### src/hdl/ces_pkg.sv
// Shared constants, enumerations and carrier types of the exception sequencer
package ces_pkg;

  // Exception kinds; the code times four is the vector byte address
  typedef enum logic [2:0] {
    EXC_RESET  = 3'b000,
    EXC_UNDEF  = 3'b001,
    EXC_SWTRAP = 3'b010,
    EXC_PABT   = 3'b011,
    EXC_DABT   = 3'b100,
    EXC_RSVD   = 3'b101,
    EXC_IRQ    = 3'b110,
    EXC_FIQ    = 3'b111
  } ces_exc_t;

  localparam logic [31:0] VEC_RESET = 32'h0000_0000;
  localparam logic [31:0] VEC_UNDEF = 32'h0000_0004;
  localparam logic [31:0] VEC_SWTRAP = 32'h0000_0008;
  localparam logic [31:0] VEC_PABT = 32'h0000_000c;
  localparam logic [31:0] VEC_DABT = 32'h0000_0010;
  localparam logic [31:0] VEC_RSVD = 32'h0000_0014;
  localparam logic [31:0] VEC_IRQ = 32'h0000_0018;
  localparam logic [31:0] VEC_FIQ = 32'h0000_001c;

  // Processor modes
  localparam logic [4:0] MODE_FIQ = 5'h11;
  localparam logic [4:0] MODE_IRQ = 5'h12;
  localparam logic [4:0] MODE_SVC = 5'h13;
  localparam logic [4:0] MODE_ABT = 5'h17;
  localparam logic [4:0] MODE_UND = 5'h1b;

  // Status word fields
  localparam int ST_MODE_MSB = 4;
  localparam int ST_T_BIT = 5;
  localparam int ST_F_BIT = 6;
  localparam int ST_I_BIT = 7;

  // Banked link/saved-status slots
  localparam int NUM_BANKS = 5;
  localparam logic [2:0] BANK_SVC = 3'h0;
  localparam logic [2:0] BANK_UND = 3'h1;
  localparam logic [2:0] BANK_ABT = 3'h2;
  localparam logic [2:0] BANK_IRQ = 3'h3;
  localparam logic [2:0] BANK_FIQ = 3'h4;
  localparam logic [2:0] BANK_NONE = 3'h7;

  // Address steps and return offsets
  localparam logic [31:0] STEP_FULL = 32'h0000_0004;
  localparam logic [31:0] STEP_HALF = 32'h0000_0002;
  localparam logic [31:0] DABT_LINK_OFF = 32'h0000_0008;

  // Trap-return decodings: flag-setting move or subtract of the link into the PC
  localparam logic [7:0] RET_MOVS_OP = 8'h1b;
  localparam logic [7:0] RET_SUBS_OP = 8'h25;
  localparam logic [3:0] REG_PC = 4'hf;
  localparam logic [3:0] REG_LR = 4'he;
  localparam logic [11:0] RET_MOVS_OPND = 12'h00e;

  // Timing in processor cycles
  localparam int T_SYNC_MIN = 2;
  localparam int T_SYNC_MAX = 3;
  localparam int T_LDM = 20;
  localparam int T_DABT_ENTRY = 3;
  localparam int T_FIQ_ENTRY = 2;
  localparam int T_OTHER_ENTRY = 2;
  localparam int FIQ_LAT_MAX = T_SYNC_MAX + T_LDM + T_DABT_ENTRY + T_FIQ_ENTRY;
  localparam int IRQ_LAT_MIN = T_SYNC_MIN + T_FIQ_ENTRY;
  localparam logic [2:0] CNT_DABT = 3'(T_DABT_ENTRY - 2);
  localparam logic [2:0] CNT_FIQ = 3'(T_FIQ_ENTRY - 2);
  localparam logic [2:0] CNT_OTHER = 3'(T_OTHER_ENTRY - 2);

  // Register map (byte addresses)
  localparam logic [7:0] REG_STATUS = 8'h00;
  localparam logic [7:0] REG_LINK = 8'h04;
  localparam logic [7:0] REG_SAVED = 8'h08;
  localparam logic [7:0] REG_CAUSE = 8'h0c;

  typedef enum logic [3:0] {
    CLS_DATAPROC = 4'h0,
    CLS_MULTIPLY = 4'h1,
    CLS_SWAP     = 4'h2,
    CLS_BXCHG    = 4'h3,
    CLS_HALFWORD = 4'h4,
    CLS_SINGLE   = 4'h5,
    CLS_BLOCK    = 4'h6,
    CLS_BRANCH   = 4'h7,
    CLS_COPROC   = 4'h8,
    CLS_UNDEF    = 4'h9,
    CLS_SWTRAP   = 4'ha
  } ces_class_t;

  typedef enum logic [1:0] {
    ST_HOLD  = 2'b00,
    ST_RUN   = 2'b01,
    ST_ENTRY = 2'b10
  } ces_state_t;

  // Instruction offered at the head of the pipeline
  typedef struct packed {
    logic valid;
    logic [31:0] word;
    logic [31:0] pc;
    logic pabt;
    logic busy;
  } ces_insn_t;

  typedef struct packed {
    ces_state_t state;
    logic [31:0] pc;
    logic [31:0] status;
    logic [NUM_BANKS-1:0][31:0] link;
    logic [NUM_BANKS-1:0][31:0] saved;
    ces_exc_t kind;
    logic [2:0] cnt;
    logic chainFiq;
    logic [31:0] fetchAddr;
    logic fetchValid;
    logic excEntry;
    logic wbAck;
    logic [31:0] wbDat;
  } ces_seq_t;

endpackage

### src/hdl/ces_req_sync.sv
// Two-stage synchroniser for the active-low interrupt request lines
`timescale 1ns/100ps
`default_nettype none
module ces_req_sync #(
  parameter int WIDTH = 2
) (
  // Clock and reset
  input wire logic clock,
  input wire logic rst_n,
  // Raw and synchronised requests, active low
  input wire logic [WIDTH-1:0] reqLow,
  output logic [WIDTH-1:0] syncLow
);

  typedef struct packed {
    logic [WIDTH-1:0] meta;
    logic [WIDTH-1:0] stable;
  } ces_sync_t;

  ces_sync_t sync_r;
  ces_sync_t sync_nxt;

  always_comb begin
    sync_nxt = sync_r;
    sync_nxt.meta = reqLow;
    sync_nxt.stable = sync_r.meta;
  end

  always_ff @(posedge clock or negedge rst_n) begin
    if (!rst_n) begin
      sync_r <= '1;
    end else begin
      sync_r <= sync_nxt;
    end
  end

  assign syncLow = sync_r.stable;

endmodule // ces_req_sync
`default_nettype wire

### src/hdl/ces_insn_classify.sv
// Top-level format classification of an instruction word
`timescale 1ns/100ps
`default_nettype none
module ces_insn_classify (
  // Instruction word in, class out
  input wire logic [31:0] word,
  output ces_pkg::ces_class_t cls
);

  always_comb begin
    // Overlapping decodings taken in priority order; an encoding lands in exactly one class
    if (word[27:24] == 4'hf) begin
      cls = ces_pkg::CLS_SWTRAP;
    end else if (word[27:26] == 2'h3) begin
      cls = ces_pkg::CLS_COPROC;
    end else if (word[27:25] == 3'h5) begin
      cls = ces_pkg::CLS_BRANCH;
    end else if (word[27:25] == 3'h4) begin
      cls = ces_pkg::CLS_BLOCK;
    end else if (word[27:25] == 3'h3 && word[4]) begin
      cls = ces_pkg::CLS_UNDEF;
    end else if (word[27:26] == 2'h1) begin
      cls = ces_pkg::CLS_SINGLE;
    end else if (word[27:4] == 24'h12fff1) begin
      cls = ces_pkg::CLS_BXCHG;
    end else if (word[27:23] == 5'h02 && word[21:20] == 2'h0 && word[11:4] == 8'h09) begin
      cls = ces_pkg::CLS_SWAP;
    end else if (word[27:24] == 4'h0 && word[7:4] == 4'h9) begin
      cls = ces_pkg::CLS_MULTIPLY;
    end else if (word[27:25] == 3'h0 && word[7] && word[4]) begin
      // Unallocated forms such as a multiply with bit 6 set land here, never trap
      cls = ces_pkg::CLS_HALFWORD;
    end else begin
      cls = ces_pkg::CLS_DATAPROC;
    end
  end

endmodule // ces_insn_classify
`default_nettype wire

### src/hdl/ces_exception_sequencer.sv
// Exception sequencer: priority, vectoring, entry/return and core reset sequencing
`timescale 1ns/100ps
`default_nettype none
module ces_exception_sequencer (
  // Clock and reset
  input wire logic clock,
  input wire logic rst_n,
  // Core reset request, active low, synchronous
  input wire logic resetInputActiveLow,
  // Instruction at the head of the pipeline
  input wire ces_pkg::ces_insn_t insn,
  // Data abort from the memory system
  input wire logic dabtIn,
  input wire logic [31:0] dabtPc,
  // Interrupt requests, active low
  input wire logic fastIrqRequestLow,
  input wire logic normalIrqRequestLow,
  // Fetch redirect and state
  output logic [31:0] fetchAddr,
  output logic fetchValid,
  output logic [31:0] currentStatusWord,
  output logic excEntry,
  output ces_pkg::ces_exc_t excKind,
  // Wishbone slave
  input wire logic wb_cyc_i,
  input wire logic wb_stb_i,
  input wire logic wb_we_i,
  input wire logic [7:0] wb_adr_i,
  input wire logic [3:0] wb_sel_i,
  input wire logic [31:0] wb_dat_i,
  output logic [31:0] wb_dat_o,
  output logic wb_ack_o
);

  ces_pkg::ces_seq_t seq_r;
  ces_pkg::ces_seq_t seq_nxt;
  ces_pkg::ces_class_t insnCls;
  logic [1:0] reqSyncLow;
  logic fiqPend;
  logic irqPend;
  logic [2:0] curBank;
  logic [31:0] step;
  logic [31:0] retAddr;

  ces_insn_classify u_classify (
    .word(insn.word),
    .cls(insnCls)
  );

  // Two-flop delay sets the interrupt latency bounds
  ces_req_sync #(
    .WIDTH(2)
  ) u_sync (
    .clock(clock),
    .rst_n(rst_n),
    .reqLow({fastIrqRequestLow, normalIrqRequestLow}),
    .syncLow(reqSyncLow)
  );

  function automatic logic [4:0] modeOf(input ces_pkg::ces_exc_t k);
    unique case (k)
      ces_pkg::EXC_UNDEF: modeOf = ces_pkg::MODE_UND;
      ces_pkg::EXC_PABT, ces_pkg::EXC_DABT: modeOf = ces_pkg::MODE_ABT;
      ces_pkg::EXC_IRQ: modeOf = ces_pkg::MODE_IRQ;
      ces_pkg::EXC_FIQ: modeOf = ces_pkg::MODE_FIQ;
      default: modeOf = ces_pkg::MODE_SVC;
    endcase
  endfunction

  function automatic logic [2:0] bankOf(input logic [4:0] mode);
    unique case (mode)
      ces_pkg::MODE_SVC: bankOf = ces_pkg::BANK_SVC;
      ces_pkg::MODE_UND: bankOf = ces_pkg::BANK_UND;
      ces_pkg::MODE_ABT: bankOf = ces_pkg::BANK_ABT;
      ces_pkg::MODE_IRQ: bankOf = ces_pkg::BANK_IRQ;
      ces_pkg::MODE_FIQ: bankOf = ces_pkg::BANK_FIQ;
      default: bankOf = ces_pkg::BANK_NONE;
    endcase
  endfunction

  function automatic logic [31:0] vecOf(input ces_pkg::ces_exc_t k);
    unique case (k)
      ces_pkg::EXC_RESET: vecOf = ces_pkg::VEC_RESET;
      ces_pkg::EXC_UNDEF: vecOf = ces_pkg::VEC_UNDEF;
      ces_pkg::EXC_SWTRAP: vecOf = ces_pkg::VEC_SWTRAP;
      ces_pkg::EXC_PABT: vecOf = ces_pkg::VEC_PABT;
      ces_pkg::EXC_DABT: vecOf = ces_pkg::VEC_DABT;
      ces_pkg::EXC_RSVD: vecOf = ces_pkg::VEC_RSVD;
      ces_pkg::EXC_IRQ: vecOf = ces_pkg::VEC_IRQ;
      ces_pkg::EXC_FIQ: vecOf = ces_pkg::VEC_FIQ;
    endcase
  endfunction

  function automatic logic isReturn(input logic [31:0] w);
    isReturn = (w[15:12] == ces_pkg::REG_PC) &&
      ((w[27:20] == ces_pkg::RET_MOVS_OP && w[11:0] == ces_pkg::RET_MOVS_OPND) ||
       (w[27:20] == ces_pkg::RET_SUBS_OP && w[19:16] == ces_pkg::REG_LR &&
        w[11:8] == 4'h0));
  endfunction

  // Start an exception entry on top of the next-state copy s
  function automatic ces_pkg::ces_seq_t enterExc(input ces_pkg::ces_seq_t s,
                                                 input ces_pkg::ces_exc_t k,
                                                 input logic [31:0] ret);
    logic [2:0] b;
    b = bankOf(modeOf(k));
    s.link[b] = ret;
    s.saved[b] = s.status;
    s.status[ces_pkg::ST_MODE_MSB:0] = modeOf(k);
    s.status[ces_pkg::ST_I_BIT] = 1'b1;
    if (k == ces_pkg::EXC_FIQ) begin
      s.status[ces_pkg::ST_F_BIT] = 1'b1;
    end
    s.status[ces_pkg::ST_T_BIT] = 1'b0;
    s.kind = k;
    s.excEntry = 1'b1;
    s.state = ces_pkg::ST_ENTRY;
    if (k == ces_pkg::EXC_DABT) begin
      s.cnt = ces_pkg::CNT_DABT;
    end else if (k == ces_pkg::EXC_FIQ) begin
      s.cnt = ces_pkg::CNT_FIQ;
    end else begin
      s.cnt = ces_pkg::CNT_OTHER;
    end
    enterExc = s;
  endfunction

  always_comb begin
    seq_nxt = seq_r;
    seq_nxt.fetchValid = 1'b0;
    seq_nxt.excEntry = 1'b0;
    seq_nxt.wbAck = 1'b0;
    curBank = bankOf(seq_r.status[ces_pkg::ST_MODE_MSB:0]);
    step = seq_r.status[ces_pkg::ST_T_BIT] ? ces_pkg::STEP_HALF : ces_pkg::STEP_FULL;
    fiqPend = !reqSyncLow[1] && !seq_r.status[ces_pkg::ST_F_BIT];
    irqPend = !reqSyncLow[0] && !seq_r.status[ces_pkg::ST_I_BIT];
    retAddr = seq_r.link[curBank] - (insn.word[25] ? {24'h0, insn.word[7:0]} : 32'h0);

    // Status write lands first so that hardware updates below win
    if (seq_r.wbAck && wb_cyc_i && wb_stb_i && wb_we_i && wb_adr_i == ces_pkg::REG_STATUS) begin
      for (int i = 0; i < 4; i++) begin
        if (wb_sel_i[i]) begin
          seq_nxt.status[i*8 +: 8] = wb_dat_i[i*8 +: 8];
        end
      end
    end

    unique case (seq_r.state)
      ces_pkg::ST_HOLD: begin
        seq_nxt.link[ces_pkg::BANK_SVC] = seq_r.fetchAddr;
        seq_nxt.saved[ces_pkg::BANK_SVC] = seq_r.status;
        seq_nxt.status[ces_pkg::ST_MODE_MSB:0] = ces_pkg::MODE_SVC;
        seq_nxt.status[ces_pkg::ST_I_BIT] = 1'b1;
        seq_nxt.status[ces_pkg::ST_F_BIT] = 1'b1;
        seq_nxt.status[ces_pkg::ST_T_BIT] = 1'b0;
        seq_nxt.fetchAddr = ces_pkg::VEC_RESET;
        seq_nxt.pc = ces_pkg::VEC_RESET;
        seq_nxt.fetchValid = 1'b1;
        seq_nxt.kind = ces_pkg::EXC_RESET;
        seq_nxt.excEntry = 1'b1;
        seq_nxt.state = ces_pkg::ST_RUN;
      end
      ces_pkg::ST_RUN: begin
        if (dabtIn) begin
          seq_nxt = enterExc(seq_nxt, ces_pkg::EXC_DABT, dabtPc + ces_pkg::DABT_LINK_OFF);
          seq_nxt.chainFiq = fiqPend;
        end else if (!insn.busy && fiqPend) begin
          seq_nxt = enterExc(seq_nxt, ces_pkg::EXC_FIQ, seq_r.pc + ces_pkg::STEP_FULL);
        end else if (!insn.busy && irqPend) begin
          seq_nxt = enterExc(seq_nxt, ces_pkg::EXC_IRQ, seq_r.pc + ces_pkg::STEP_FULL);
        end else if (insn.valid && insn.pabt) begin
          seq_nxt = enterExc(seq_nxt, ces_pkg::EXC_PABT, insn.pc + ces_pkg::STEP_FULL);
        end else if (insn.valid && insnCls == ces_pkg::CLS_UNDEF) begin
          seq_nxt = enterExc(seq_nxt, ces_pkg::EXC_UNDEF, insn.pc + step);
        end else if (insn.valid && insnCls == ces_pkg::CLS_SWTRAP) begin
          seq_nxt = enterExc(seq_nxt, ces_pkg::EXC_SWTRAP, insn.pc + step);
        end else if (insn.valid && insnCls == ces_pkg::CLS_DATAPROC && isReturn(insn.word) &&
                     curBank != ces_pkg::BANK_NONE) begin
          seq_nxt.status = seq_r.saved[curBank];
          seq_nxt.fetchAddr = retAddr;
          seq_nxt.pc = retAddr;
          seq_nxt.fetchValid = 1'b1;
        end else if (insn.valid) begin
          seq_nxt.pc = insn.pc + step;
        end
      end
      ces_pkg::ST_ENTRY: begin
        if (seq_r.cnt != 3'h0) begin
          seq_nxt.cnt = seq_r.cnt - 3'h1;
        end else if (seq_r.chainFiq) begin
          // Fast interrupt return lands on the abort handler's first instruction
          seq_nxt = enterExc(seq_nxt, ces_pkg::EXC_FIQ, ces_pkg::VEC_DABT + ces_pkg::STEP_FULL);
          seq_nxt.chainFiq = 1'b0;
        end else begin
          seq_nxt.fetchAddr = vecOf(seq_r.kind);
          seq_nxt.pc = vecOf(seq_r.kind);
          seq_nxt.fetchValid = 1'b1;
          seq_nxt.state = ces_pkg::ST_RUN;
        end
      end
      default: begin
        seq_nxt.state = ces_pkg::ST_HOLD;
      end
    endcase

    // Core reset abandons everything and walks the fetch address
    if (!resetInputActiveLow) begin
      seq_nxt = seq_r;
      seq_nxt.state = ces_pkg::ST_HOLD;
      seq_nxt.chainFiq = 1'b0;
      seq_nxt.excEntry = 1'b0;
      seq_nxt.wbAck = 1'b0;
      seq_nxt.fetchAddr = seq_r.fetchAddr + ces_pkg::STEP_FULL;
      seq_nxt.fetchValid = 1'b1;
    end

    if (wb_cyc_i && wb_stb_i && !seq_r.wbAck) begin
      seq_nxt.wbAck = 1'b1;
      unique case (wb_adr_i)
        ces_pkg::REG_STATUS: seq_nxt.wbDat = seq_r.status;
        ces_pkg::REG_LINK: seq_nxt.wbDat = seq_r.link[curBank];
        ces_pkg::REG_SAVED: seq_nxt.wbDat = seq_r.saved[curBank];
        ces_pkg::REG_CAUSE: seq_nxt.wbDat = {26'h0, seq_r.chainFiq, seq_r.kind, seq_r.state};
        default: seq_nxt.wbDat = 32'h0;
      endcase
    end
  end

  always_ff @(posedge clock or negedge rst_n) begin
    if (!rst_n) begin
      seq_r <= '0;
    end else begin
      seq_r <= seq_nxt;
    end
  end

  assign fetchAddr = seq_r.fetchAddr;
  assign fetchValid = seq_r.fetchValid;
  assign currentStatusWord = seq_r.status;
  assign excEntry = seq_r.excEntry;
  assign excKind = seq_r.kind;
  assign wb_dat_o = seq_r.wbDat;
  assign wb_ack_o = seq_r.wbAck;

  // Cycles a fast request has waited while enabled and not yet vectored
  logic [5:0] fiqWait;
  always_ff @(posedge clock or negedge rst_n) begin
    if (!rst_n) begin
      fiqWait <= 6'h0;
    end else if (fastIrqRequestLow || seq_r.status[ces_pkg::ST_F_BIT] ||
                 (seq_r.fetchValid && seq_r.fetchAddr == ces_pkg::VEC_FIQ)) begin
      fiqWait <= 6'h0;
    end else if (fiqWait != 6'h3f) begin
      fiqWait <= fiqWait + 6'h1;
    end
  end
endmodule // ces_exception_sequencer
`default_nettype wire

### config.mk
export PLATFORM = sky130hd
export DESIGN_NAME = ces_exception_sequencer
export DESIGN_NICKNAME = d
export VERILOG_FILES = /design/src/hdl/ces_pkg.sv /design/src/hdl/ces_req_sync.sv /design/src/hdl/ces_insn_classify.sv /design/src/hdl/ces_exception_sequencer.sv
export SDC_FILE = /design/constraint.sdc
export NUM_CORES = 1
export LEC_CHECK = 0
export ABC_AREA = 1
export BUFFER_PORTS_ARGS = -buffer_cell sky130_fd_sc_hd__buf_2
export CAP_MARGIN = 0
export CORE_MARGIN = 10
export CORE_UTILIZATION = 55
export DETAILED_ROUTE_END_ITERATION = 8
export PLACE_DENSITY = 0.75
export SLEW_MARGIN = 20
export SYNTH_ARGS = -nofsm -noshare
export SYNTH_HDL_FRONTEND = slang
export SYNTH_SLANG_ARGS = --single-unit
export TNS_END_PERCENT = 30
### constraint.sdc
create_clock -name clock -period 4.3 [get_ports clock]
set_input_delay 0.215 -clock clock [delete_from_list [all_inputs] [get_ports clock]]
set_output_delay 0.215 -clock clock [all_outputs]
set_load 0.01 [all_outputs]
==> summary.txt <==
status: finished clean
R2R Path End: fetchAddr[16]$_DFFE_PN0P_
final hold violations: 0
max-cap viol count: 0
power per cell area: 754 mW/mm2
global route total overflow: 0
Fin Clk Skew: 0.0310 ns
WS Path Type: reg2reg
WHS Path Cells: 4
Synth Instances: 4186
placed cell area: 0.0313 mm2
area occupied by multi-input gates: 0.0145 mm2
CP Cell Sequence: nor2_1 -> nand3_4 -> buf_4 -> a21oi_1 -> o22ai_1 -> a22oi_2 -> ha_1 -> inv_1 -> fa_1 -> nand2_1 -> o21ai_0 -> a21oi_2 -> nand3_2 -> nor2_2 -> nand2_1 -> xor2_1 -> nand2_1 -> a22oi_1
worst path arrival time: 4.57 ns
Synth top area share: 38.7%
P_leak: 0.0154 uW
first-pass GRT wire length: 192 mm
clock share of power: 17.9%
Syn Std Cell Area: 0.0298 mm2
Avg Inst Size Synth: 7.11 um2
# diodes: 0
NetSw: 12500 uW
Clock Tree Root: clkbuf_16
hold path startpoint: dabtPc[9]
total track usage: 40.1%
Crit-path slowest cell: fa_1
synth top area cells: dfrtp_1 (39%), nand2_1 (11%), o21ai_0 (9.4%)
fraction of registers with async set/reset: 100%
metal2 WL: 60.1 mm
crit end category: register
flip-flop and latch area: 0.0116 mm2
register bit total from synthesis: 464
Max Used Layer: met5
critical path fanouts, max: 13
final non-filler cell area: 0.0331 mm2
RePlAce Congestion: 1.06
CTS tree: yes
crit-path most repeated cell: nand2_1
WL met1: 46.2 mm
Reg2Reg Depth: 18
CP bufs+invs: 2
worst min path class: in2reg
most common cell in the netlist: nand2_1
H-tree lvl count: 2
core footprint: 0.0537 mm2
post-layout min period: 4.02 ns
FILL cells: 5075
post-DP HPWL: 94.6 mm
flop2flop setup slack: 0.28 ns
die width: 253 um
Post-DRT Antenna Nets: 0
Syn. warnings: 0
Post-synth top cells: nand2_1 (835), o21ai_0 (557), inv_1 (509), dfrtp_1 (460), nor2_1 (322)
NumNets Final: 4475
PnR Total Power: 25000 uW
vias in the first global route: 29.8k
Post-synth EDFFs: 0
DIE HEIGHT: 253 um
final setup fails: 0
Seq/Total Area, Yosys: 39.0%
# IOs: 254
total CTS buffers: 51
Max Freq: 248 MHz
slowest stage delay, CP: 0.45 ns
Top FF cell, synth: dfrtp_1
Power Internal: 12400 uW
Port Buf Inserts: 249
Period Utilization, post-route: 93.6%
Area growth syn-to-layout: 11.2%
Initial Util: 55.4%
Vias per Instance: 6.27
initial antenna violation count: 3
largest net degree at the start of global routing: 122
final WL: 131 mm
Combinational Power Share: 53.4%
Final Max Tran Viols: 0
Max Buffers Root-to-Sink: 3
initial DRC count: 3635
drt drc: 0
TritonCTS Sinks: 464
DRT Pass-1 Iters: 7
Routed WL per cell: 26.0 um
setup_tns: 0 ns
Worst setup SP type: register
measured slew at the worst slew-check pin: 0.973 ns
switching part of the total: 50.2%
largest area contributor in the netlist: dfrtp_1
RSZ-0062 raised after global routing: no
Slew HR: 35.1%
final core occ: 61.6%
syn_nets: 4360
row count: 85
Worst-path clk slew: 0.07 ns
sequential power share: 28.7%
share of post-route cells with drive strength above 1: 12.8%
met3 wire len: 11.5 mm
Vias: 31.6k
VDD IR max: 0.000480 V
post-CTS setup repair buffer count: 0
later-pin clock latency in the skew report: 0.64 ns
crit path from: currentStatusWord[3]$_DFFE_PN0P_
Yosys cell types: 71
worst r2r src: currentStatusWord[3]$_DFFE_PN0P_
WP data required: 4.84 ns
die area: 0.0638 mm2
delay-heaviest family, CP: simple AND/OR/NAND/NOR gates
logic make-up (layout without fill, tap and decap cells):
logic type | count (synthesis) | count (layout) | share of synthesized area [%]
AND/OR/NAND/NOR | 1505 | 1505 | 21.3
AO/OA/AOI/OAI | 1255 | 1255 | 23.7
XOR/XNOR | 80 | 80 | 2.35
buffers and inverters | 858 | 1013 | 12.6
multiplexers | 2 | 2 | 0.0715
flip-flops | 464 | 464 | 39.0
adder cells (fa/ha/maj) | 22 | 22 | 0.975
metal layers:
layer	vias to the layer above	global-route usage, %
met5	-	0
met3	551	6.66
met2	1951	64.0
met4	2	34.0
li1	14137	-
met1	14933	46.8
power by group through the flow:
| stage | logic, uW | clock network (uW) | registers (uW) |
|---|---|---|---|
| after global routing | 14400 | 4610 | 7290 |
| final | 13300 | 4460 | 7170 |
| after global placement | 12700 | 0 | 7140 |
| after floorplan | 8770 | 0 | 6730 |
| after detailed placement | 12800 | 0 | 7180 |
| after CTS | 12900 | 4440 | 7110 |
how the worst max path moves through the flow:
stage	cells past startpoint	end	slack, ns
final	18	fetchAddr[16]$_DFFE_PN0P_	0.28
after global routing	19	fetchAddr[16]$_DFFE_PN0P_	0.06
after CTS	18	fetchAddr[16]$_DFFE_PN0P_	0.17
after detailed placement	18	fetchAddr[16]$_DFFE_PN0P_	0.20
after global placement	18	fetchAddr[16]$_DFFE_PN0P_	0.22
after floorplan	25	seq_r[450]$_DFFE_PN0P_	0.43
area by class of cell:
class | count | share of cell area [%]
timing repair buffer | 388 | 7.46
clock inverter | 15 | 0.473
multi-input combinational | 2864 | 43.8
clock buffer | 78 | 4.50
sequential | 464 | 35.1
inverter | 532 | 6.05
tap | 696 | 2.63
placed cells by master (no fill, tap or decap), types with 14 or more instances in the layout:
cell and instances:
nand2_1 835, o21ai_0 557, inv_1 506, dfrtp_1 460
nor2_1 318, a21oi_1 291, buf_2 248, nand3_1 181
o22ai_1 165, buf_4 116, xor2_1 68, nor3_1 59
clkbuf_16 52, a31oi_1 44, o21ai_1 43, nand4_1 41
o211ai_1 32, o221ai_1 28, a22oi_1 26, ha_1 19
inv_2 18, clkbuf_1 17, a21oi_2 15, nor4_1 14
per-stage QoR:
stage / worst slack, ns / hold slack, ns / instances
5_1_grt: 0.0581 / 0.0311 / 5037
3_3_place_gp: 0.224 / 0.320 / 4931
4_1_cts: 0.167 / 0.0128 / 5036
3_5_place_dp: 0.196 / 0.321 / 4931
6_report: 0.276 / 0.00881 / 5037
2_1_floorplan: 0.427 / -0.0806 / 4186
worst register-to-register path, cell delays in order (launching register included):
cell	delay, ns
dfrtp_1	0.42
nor2_1	0.24
nand3_4	0.18
buf_4	0.23
a21oi_1	0.13
o22ai_1	0.10
a22oi_2	0.22
ha_1	0.23
inv_1	0.08
fa_1	0.45
nand2_1	0.10
o21ai_0	0.14
a21oi_2	0.24
nand3_2	0.25
nor2_2	0.26
nand2_1	0.11
xor2_1	0.30
nand2_1	0.10
a22oi_1	0.16
repair_timing:
action,CTS,global route
gates resized for setup,0,4
endpoints found under the setup margin,0,15
endpoints found under the hold margin,123,0
hold buffers,12,0
Note: power is estimated with default switching activity, not from simulation.
